File: config.mk
export PLATFORM = sky130hd
export DESIGN_NAME = dual_adc_output_port
export DESIGN_NICKNAME = d
export VERILOG_FILES = /design/src/conv_port_pkg.sv /design/src/conv_channel.sv /design/src/conv_apb_regs.sv /design/src/dual_adc_output_port.sv
export SDC_FILE = /design/constraint.sdc
export NUM_CORES = 1
export LEC_CHECK = 0
export BUFFER_PORTS_ARGS = -buffer_cell sky130_fd_sc_hd__buf_2
export CAP_MARGIN = 15
export CORE_AREA = 10 10 148 150
export DETAILED_ROUTE_END_ITERATION = 8
export DIE_AREA = 0 0 158 160
export PLACE_DENSITY = 0.75
export SLEW_MARGIN = 5
export SYNTH_ARGS = -nofsm -noshare
export SYNTH_HDL_FRONTEND = slang
export SYNTH_SLANG_ARGS = --single-unit
File: constraint.sdc
create_clock -name clk -period 5.8 [get_ports clk]
set_input_delay 0.29 -clock clk [delete_from_list [all_inputs] [get_ports clk]]
set_output_delay 0.29 -clock clk [all_outputs]
set_load 0.05 [all_outputs]
File: src/conv_port_pkg.sv
// Function
// - Each channel samples on the rising edge of its own sample clock.
// - Select high: channel A on bus A, channel B on bus B.
// - Select low: buses swapped, channel A on bus B, B on A.
// - Power-down low, enable low: convert and drive outputs.
// - Power-down low, enable high: convert, outputs high impedance.
// - Power-down high, enable low: nap, outputs high impedance.
// - Power-down high, enable high: sleep, outputs high impedance.
// - Each bus carries a 12-bit result, highest bit most significant.
// - Range flag high when the delivered sample over or underflowed.
// - Levels 0 and 1 offset binary, levels 2 and 3 two's complement.
// - Stabilizer on at levels 1 and 2, off at 0 and 3.
// - Result appears five sample clock cycles after its sampling edge.
//
package conv_port_pkg;

   localparam int DATA_W       = 12;
   localparam int MSB_POS      = 11;
   localparam int LATENCY      = 5;
   localparam int REG_STATUS   = 32'h0000_0000;
   localparam int REG_MASK     = 32'h0000_0004;
   localparam int REG_CTRL     = 32'h0000_0008;
   localparam int CTRL_FMT_LO  = 0;
   localparam int CTRL_FMT_HI  = 1;
   localparam int IRQ_W        = 4;
   localparam int IRQ_OVR_A    = 0;
   localparam int IRQ_OVR_B    = 1;
   localparam int IRQ_MODE_A   = 2;
   localparam int IRQ_MODE_B   = 3;
   localparam logic [1:0] CTRL_RESET = 2'h0;

   // Channel power states, Gray along run -> hiz -> nap -> sleep
   typedef enum logic [1:0] {
      ST_RUN   = 2'b00,
      ST_HIZ   = 2'b01,
      ST_NAP   = 2'b11,
      ST_SLEEP = 2'b10
   } power_e;

   typedef struct packed {
      logic [DATA_W-1:0] code;
      logic              range;
   } sample_s;

   // Decode format level: high half selects two's complement
   function automatic logic fmt_twos(input logic [1:0] lvl);
      return lvl[1];
   endfunction

   // Decode stabilizer: middle levels only
   function automatic logic dcs_on(input logic [1:0] lvl);
      return lvl[1] ^ lvl[0];
   endfunction

endpackage

File: src/conv_channel.sv
`timescale 1ns/1ns
`default_nettype none
module conv_channel (
   // Clock and reset
   input  wire logic                    clk,
   input  wire logic                    sys_rst,
   input  wire logic                    ce,
   // Controls
   input  wire logic                    sample_clock,
   input  wire logic                    power_down,
   input  wire logic                    out_en_n,
   input  wire logic                    twos,
   input  wire logic [11:0]             analog_code,
   input  wire logic                    analog_range,
   // Results
   output logic                         sample_tick,
   output conv_port_pkg::sample_s       result,
   output conv_port_pkg::power_e        power_state
);

   typedef struct packed {
      logic                                     clk_d;
      conv_port_pkg::sample_s [4:0]             pipe;
      conv_port_pkg::sample_s                   res;
      logic                                     tick;
      conv_port_pkg::power_e                    pst;
   } state_s;

   state_s st_reg;
   state_s st_next;

   // Pipeline advances once per sample clock rising edge
   always_comb begin
      st_next      = st_reg;
      st_next.tick = 1'b0;
      st_next.clk_d = sample_clock;
      case ({power_down, out_en_n})
         2'b00:   st_next.pst = conv_port_pkg::ST_RUN;
         2'b01:   st_next.pst = conv_port_pkg::ST_HIZ;
         2'b10:   st_next.pst = conv_port_pkg::ST_NAP;
         2'b11:   st_next.pst = conv_port_pkg::ST_SLEEP;
         default: st_next.pst = conv_port_pkg::ST_RUN;
      endcase
      // Nap and sleep freeze the pipeline; no conversion happens
      if (sample_clock && !st_reg.clk_d && !power_down) begin
         st_next.tick = 1'b1;
         st_next.pipe[0].code  = analog_code;
         st_next.pipe[0].range = analog_range;
         for (int i = 1; i < conv_port_pkg::LATENCY; i++) begin
            st_next.pipe[i] = st_reg.pipe[i-1];
         end
         // Leaves the last stage on the fifth edge after sampling
         st_next.res = st_reg.pipe[conv_port_pkg::LATENCY-1];
         if (twos) begin
            st_next.res.code[conv_port_pkg::MSB_POS] =
               ~st_reg.pipe[conv_port_pkg::LATENCY-1]
                  .code[conv_port_pkg::MSB_POS];
         end
      end
   end

   always_ff @(posedge clk or posedge sys_rst) begin
      if (sys_rst) begin
         st_reg <= '0;
      end else if (ce) begin
         st_reg <= st_next;
      end
   end

   assign sample_tick = st_reg.tick;
   assign result      = st_reg.res;
   assign power_state = st_reg.pst;

endmodule
`default_nettype wire

File: src/conv_apb_regs.sv
`timescale 1ns/1ns
`default_nettype none
module conv_apb_regs (
   // Clock and reset
   input  wire logic        clk,
   input  wire logic        sys_rst,
   input  wire logic        ce,
   // APB
   input  wire logic        psel,
   input  wire logic        penable,
   input  wire logic        pwrite,
   input  wire logic [11:0] paddr,
   input  wire logic [31:0] pwdata,
   output logic [31:0]      prdata,
   output logic             pready,
   output logic             pslverr,
   // Block side
   input  wire logic [3:0]  events,
   input  wire logic [3:0]  live,
   output logic [1:0]       fmt_level,
   output logic             irq
);

   typedef struct packed {
      logic [3:0]  status;
      logic [3:0]  mask;
      logic [1:0]  ctrl;
      logic [31:0] rdata;
      logic        err;
      logic        rdy;
      logic        irq;
   } state_s;

   state_s     st_reg;
   state_s     st_next;
   logic       acc;
   logic       done;
   logic [1:0] idx;

   // Register slot of an address, 3 when nothing answers there
   function automatic logic [1:0] reg_idx(input logic [11:0] a);
      case (32'(a))
         conv_port_pkg::REG_STATUS: return 2'h0;
         conv_port_pkg::REG_MASK:   return 2'h1;
         conv_port_pkg::REG_CTRL:   return 2'h2;
         default:                   return 2'h3;
      endcase
   endfunction

   // One wait state: answer registered on the access cycle
   always_comb begin
      st_next       = st_reg;
      idx           = reg_idx(paddr);
      acc           = psel && penable && !st_reg.rdy;
      done          = psel && penable && st_reg.rdy && pwrite;
      st_next.rdy   = acc;
      st_next.err   = acc && idx == 2'h3;
      st_next.rdata = 32'h0000_0000;
      if (acc && !pwrite) begin
         case (idx)
            2'h0:    st_next.rdata = {24'h00_0000, live, st_reg.status};
            2'h1:    st_next.rdata = {28'h000_0000, st_reg.mask};
            2'h2:    st_next.rdata = {30'h0000_0000, st_reg.ctrl};
            default: st_next.rdata = 32'h0000_0000;
         endcase
      end
      // Write lands only at the edge that sees ready high, not before
      if (done) begin
         case (idx)
            2'h0:    st_next.status = st_reg.status & ~pwdata[3:0];
            2'h1:    st_next.mask   = pwdata[3:0];
            2'h2:    st_next.ctrl   = pwdata[1:0];
            default: st_next.ctrl   = st_reg.ctrl;
         endcase
      end
      // Set wins over a same-cycle clear
      st_next.status = st_next.status | events;
      st_next.irq    = |(st_next.status & st_reg.mask);
   end

   always_ff @(posedge clk or posedge sys_rst) begin
      if (sys_rst) begin
         st_reg      <= '0;
         st_reg.ctrl <= conv_port_pkg::CTRL_RESET;
      end else if (ce) begin
         st_reg <= st_next;
      end
   end

   assign prdata    = st_reg.rdata;
   assign pready    = st_reg.rdy;
   assign pslverr   = st_reg.err;
   assign fmt_level = st_reg.ctrl;
   assign irq       = st_reg.irq;

endmodule
`default_nettype wire

File: src/dual_adc_output_port.sv
`timescale 1ns/1ns
`default_nettype none
module dual_adc_output_port (
   // Clock, reset, enable
   input  wire logic        clk,
   input  wire logic        sys_rst,
   input  wire logic        ce,
   // APB slave
   input  wire logic        psel,
   input  wire logic        penable,
   input  wire logic        pwrite,
   input  wire logic [11:0] paddr,
   input  wire logic [31:0] pwdata,
   output logic [31:0]      prdata,
   output logic             pready,
   output logic             pslverr,
   output logic             irq,
   // Channel controls
   input  wire logic        chan_a_sample_clock,
   input  wire logic        chan_b_sample_clock,
   input  wire logic        bus_select,
   input  wire logic        chan_a_power_down,
   input  wire logic        chan_b_power_down,
   input  wire logic        chan_a_out_en_n,
   input  wire logic        chan_b_out_en_n,
   // Quantizer results
   input  wire logic [11:0] chan_a_code,
   input  wire logic        chan_a_range,
   input  wire logic [11:0] chan_b_code,
   input  wire logic        chan_b_range,
   // Output buses, two signals per pin: value and enable
   output logic [11:0]      bus_a_data,
   output logic [11:0]      bus_a_data_oe,
   output logic             bus_a_range_flag,
   output logic             bus_a_range_flag_oe,
   output logic [11:0]      bus_b_data,
   output logic [11:0]      bus_b_data_oe,
   output logic             bus_b_range_flag,
   output logic             bus_b_range_flag_oe,
   // Status
   output logic             stabilizer_on
);

   typedef struct packed {
      conv_port_pkg::sample_s bus_a;
      conv_port_pkg::sample_s bus_b;
      logic                   oe_a;
      logic                   oe_b;
      logic                   dcs;
      conv_port_pkg::power_e  pst_a_d;
      conv_port_pkg::power_e  pst_b_d;
   } state_s;

   state_s                 st_reg;
   state_s                 st_next;
   conv_port_pkg::sample_s res_a;
   conv_port_pkg::sample_s res_b;
   conv_port_pkg::power_e  pst_a;
   conv_port_pkg::power_e  pst_b;
   logic                   tick_a;
   logic                   tick_b;
   logic [1:0]             fmt_level;
   logic                   twos;
   logic [3:0]             events;
   logic [3:0]             live;

   ////////////////////////////////////////////////////////////////////
   // Shared format level drives both channels
   assign twos = conv_port_pkg::fmt_twos(fmt_level);

   conv_channel u_chan_a (
      .clk          (clk),
      .sys_rst      (sys_rst),
      .ce           (ce),
      .sample_clock (chan_a_sample_clock),
      .power_down   (chan_a_power_down),
      .out_en_n     (chan_a_out_en_n),
      .twos         (twos),
      .analog_code  (chan_a_code),
      .analog_range (chan_a_range),
      .sample_tick  (tick_a),
      .result       (res_a),
      .power_state  (pst_a)
   );

   conv_channel u_chan_b (
      .clk          (clk),
      .sys_rst      (sys_rst),
      .ce           (ce),
      .sample_clock (chan_b_sample_clock),
      .power_down   (chan_b_power_down),
      .out_en_n     (chan_b_out_en_n),
      .twos         (twos),
      .analog_code  (chan_b_code),
      .analog_range (chan_b_range),
      .sample_tick  (tick_b),
      .result       (res_b),
      .power_state  (pst_b)
   );

   ////////////////////////////////////////////////////////////////////
   // Events: delivered out-of-range sample, power state change
   always_comb begin
      events = 4'h0;
      events[conv_port_pkg::IRQ_OVR_A]  = tick_a & res_a.range;
      events[conv_port_pkg::IRQ_OVR_B]  = tick_b & res_b.range;
      events[conv_port_pkg::IRQ_MODE_A] = pst_a != st_reg.pst_a_d;
      events[conv_port_pkg::IRQ_MODE_B] = pst_b != st_reg.pst_b_d;
      live = {pst_b, pst_a};
   end

   conv_apb_regs u_regs (
      .clk       (clk),
      .sys_rst   (sys_rst),
      .ce        (ce),
      .psel      (psel),
      .penable   (penable),
      .pwrite    (pwrite),
      .paddr     (paddr),
      .pwdata    (pwdata),
      .prdata    (prdata),
      .pready    (pready),
      .pslverr   (pslverr),
      .events    (events),
      .live      (live),
      .fmt_level (fmt_level),
      .irq       (irq)
   );

   ////////////////////////////////////////////////////////////////////
   // Output routing; select is a level, so swapping lands one clock later, not at a sample edge
   always_comb begin
      st_next = st_reg;
      if (bus_select) begin
         st_next.bus_a = res_a;
         st_next.bus_b = res_b;
         st_next.oe_a  = pst_a == conv_port_pkg::ST_RUN;
         st_next.oe_b  = pst_b == conv_port_pkg::ST_RUN;
      end else begin
         st_next.bus_a = res_b;
         st_next.bus_b = res_a;
         st_next.oe_a  = pst_b == conv_port_pkg::ST_RUN;
         st_next.oe_b  = pst_a == conv_port_pkg::ST_RUN;
      end
      st_next.dcs = conv_port_pkg::dcs_on(fmt_level);
      // Last power state seen, for change events
      st_next.pst_a_d = pst_a;
      st_next.pst_b_d = pst_b;
   end

   always_ff @(posedge clk or posedge sys_rst) begin
      if (sys_rst) begin
         st_reg <= '0;
      end else if (ce) begin
         st_reg <= st_next;
      end
   end

   // Drives only in run state; 12-bit, bit 11 most significant
   assign bus_a_data          = st_reg.bus_a.code;
   assign bus_b_data          = st_reg.bus_b.code;
   assign bus_a_data_oe       = {12{st_reg.oe_a}};
   assign bus_b_data_oe       = {12{st_reg.oe_b}};
   assign bus_a_range_flag    = st_reg.bus_a.range;
   assign bus_b_range_flag    = st_reg.bus_b.range;
   assign bus_a_range_flag_oe = st_reg.oe_a;
   assign bus_b_range_flag_oe = st_reg.oe_b;
   assign stabilizer_on       = st_reg.dcs;

endmodule
`default_nettype wire

==> impl_metrics.tcl <==
set metrics [dict create \
    grt_use_met1 0.1744 \
    avgSynthCellArea_um2 13.64 \
    cp-end-kind "flop" \
    fp-row-count 51 \
    slew-limit-headroom 0.3223 \
    antenna_cells 0 \
    grtUsageTotal 0.1290 \
    grtUsageMet3 0.03062 \
    routedWlPerCell_um 16.57 \
    startpoint_type "input port" \
    slowest_stage "buf_4" \
    yosysTopAreaCellShare 0.5839 \
    fin_util 0.5465 \
    drt_pass1_iterations 4 \
    maxSlewViolCount 0 \
    die_h_um 160 \
    vias 5137 \
    post_cts_resized 0 \
    failed_checks "hold timing" \
    antenna_found_initial 0 \
    crit_fanout 80 \
    synth_cell_type_count 42 \
    r2r_start "u_chan_b.st_reg[81]$_DFFE_PP0P_" \
    finalHoldViolCount 5 \
    setup_violations 0 \
    status "complete, but fails checks" \
    crit_arrival_ns 3.26 \
    cts-root-buf "clkbuf_16" \
    die-width_um 158 \
    setup_tns_ns 0 \
    gp_congestion 0.8151 \
    synth.largest_area_cell "dfrtp_1" \
    vias_per_cell 5.122 \
    fin_crit_ns 2.874 \
    ys_seq_area_frac 0.5839 \
    synth_edf_count 0 \
    critPathLaunch "ce" \
    ctsHoldBuffers 4 \
    post-cts-setup-buffers 0 \
    synth_warnings 0 \
    crit_required_ns 6.19 \
    leakage_nw 5.020 \
    wl_um 16620 \
    synth.most_common_cell "dfrtp_1" \
    grtUsageMet2 0.2045 \
    grt_start_max_net_pins 156 \
    busiest_layer "met2" \
    worstSetupPathType "input port to flop" \
    hp-class "input port to async pin" \
    io_pins 171 \
    drtIter0Drc 316 \
    final_antenna_net_count 0 \
    start_util 0.4897 \
    area_delta_synth_final_pct 11.61 \
    path_common_cell "buf_4" \
    ys.flop_type "dfrtp_1" \
    post-dp-hpwl_um 11060 \
    path_cells "buf_2 -> buf_4 -> inv_1 -> nor4b_4 -> buf_4 -> mux2_2" \
    hold_slack_ns -0.01632 \
    fmax_ghz 0.3479 \
    grt_pass1_vias 5285 \
    drc 0 \
    worst_pin_slew_ns 1.017 \
    clock_skew_ns 0.01221 \
    htreeDepth 1 \
    die_area_mm2 0.02528 \
    rsz0062_at_grt "no" \
    clock_sinks 218 \
    cap_violations 0 \
    placed_cells 956 \
    critPathMaxStageDelay_ns 0.79 \
    cts.clk_slew.worst_paths_ns 0.06 \
    synth.top_cells.by_count "dfrtp_1 (218), mux2_2 (168), buf_4 (80), nor2_1 (38), a21oi_1 (36)" \
    clk_path_buf_depth 3 \
    grt-ovfl-total 0 \
    core_area_mm2 0.01908 \
    cts_made_buffers 23 \
    cts_tree "built" \
    peakVddDrop_v 0.0002298 \
    nNetsFinal 837 \
    finalCritPeriodShare 0.4956 \
    syn_area_mm2 0.009343 \
    yosys-top-cells-area "dfrtp_1 (58%), mux2_2 (20%), buf_4 (6.4%)" \
    syn_inst 685 \
    stdcell_count 1003 \
    insertion_delay_ns 0.50 \
    grt_pass1_wl_um 27340 \
    drive_above_1_share 0.4444 \
    cellPowerDensity_mw_per_mm2 430.6 \
    ys_async_sr_fraction 1.000 \
    port_buffers 118 \
    ys_ff_latch 218 \
]
[logic make-up (layout without fill, tap and decap cells)]
kind of cell	count (synthesis)	count (layout)	synth area share
other	1	24	0.0004014
AO/OA/AOI/OAI	62	62	0.04245
multiplexers	198	198	0.2346
adder cells (fa/ha/maj)	6	6	0.008035
buffers and inverters	122	179	0.08250
AND/OR/NAND/NOR	71	71	0.04152
flip-flops	218	218	0.5839
XOR/XNOR	7	7	0.006562
[cell type report]
type                       instances  area, µm²
clock buffer                      34      676.9
clock inverter                     8      48.80
fill                            1567       8652
inverter                           9      37.54
multi-input combinational        368       3221
sequential                       218       5455
tap                              238      297.8
timing repair buffer             128      690.7
[metrics by stage]
step	total power [mW]	hold slack, ns	cell area, µm²	setup slack [ns]
final	4.490	-0.01632	10430	2.926
after CTS	4.554	0.0005049	10420	2.905
after global placement	3.100	0.4618	9652	2.434
after global routing	4.743	0.008074	10430	2.697
after floorplan	2.990	0.4416	9433	2.670
after detailed placement	3.151	0.4689	9652	2.411
[worst max-delay path, delay by kind of cell]
kind	cells	cell delay [ns]
muxes	1	0.42
and+or+nand+nor	1	0.39
buffers and inverters	4	2.05
[worst paths after layout]
| path | to | cells after the start | slack, ns |
|---|---|---|---|
| max | u_chan_b.st_reg[66]$_DFFE_PP0P_ | 6 | 2.93 |
| min | u_chan_a.st_reg[40]$_DFFE_PP0P_ | 3 | -0.02 |
| max reg2reg | u_chan_b.st_reg[66]$_DFFE_PP0P_ | 3 | 3.76 |
| min reg2reg | u_chan_a.sample_tick$_DFFE_PP0P_ | 1 | 0.49 |
| max in group asynchronous | bus_b_data[0]$_DFFE_PP0P_ | 4 | 4.55 |
| min in group clk | u_chan_b.st_reg[21]$_DFFE_PP0P_ | 2 | 0.02 |
[layer usage]
layer | vias to the layer above | wire, µm
met3 | 23 | 1446
met4 | 0 | 239
met2 | 168 | 7400
met5 | - | 0
met1 | 2536 | 7536
li1 | 2410 | -
[power by group]
group,total [mW],switching [mW],internal [mW]
registers,2.22,0.250,1.97
logic,0.897,0.482,0.415
clock network,1.38,0.568,0.809
[cell usage in the layout (no fill, tap or decap), types with 3 or more instances in the layout]
cell type and n:
a21oi_1 36, a22o_1 5, buf_2 118, buf_4 4, clkbuf_1 5, clkbuf_16 23
clkbuf_8 6, clkinv_2 5, clkinvlp_4 3, conb_1 24, dfrtp_1 218, dlygate4sd3_1 5
ha_1 6, inv_1 8, mux2_2 168, mux2i_1 30, nand2_1 11, nor2_1 38
nor3_1 3, nor4b_4 3, o2bb2ai_1 5, o31ai_1 4, or4_4 4, xnor2_1 5
No activity file was read; power rests on OpenSTA's default activity.
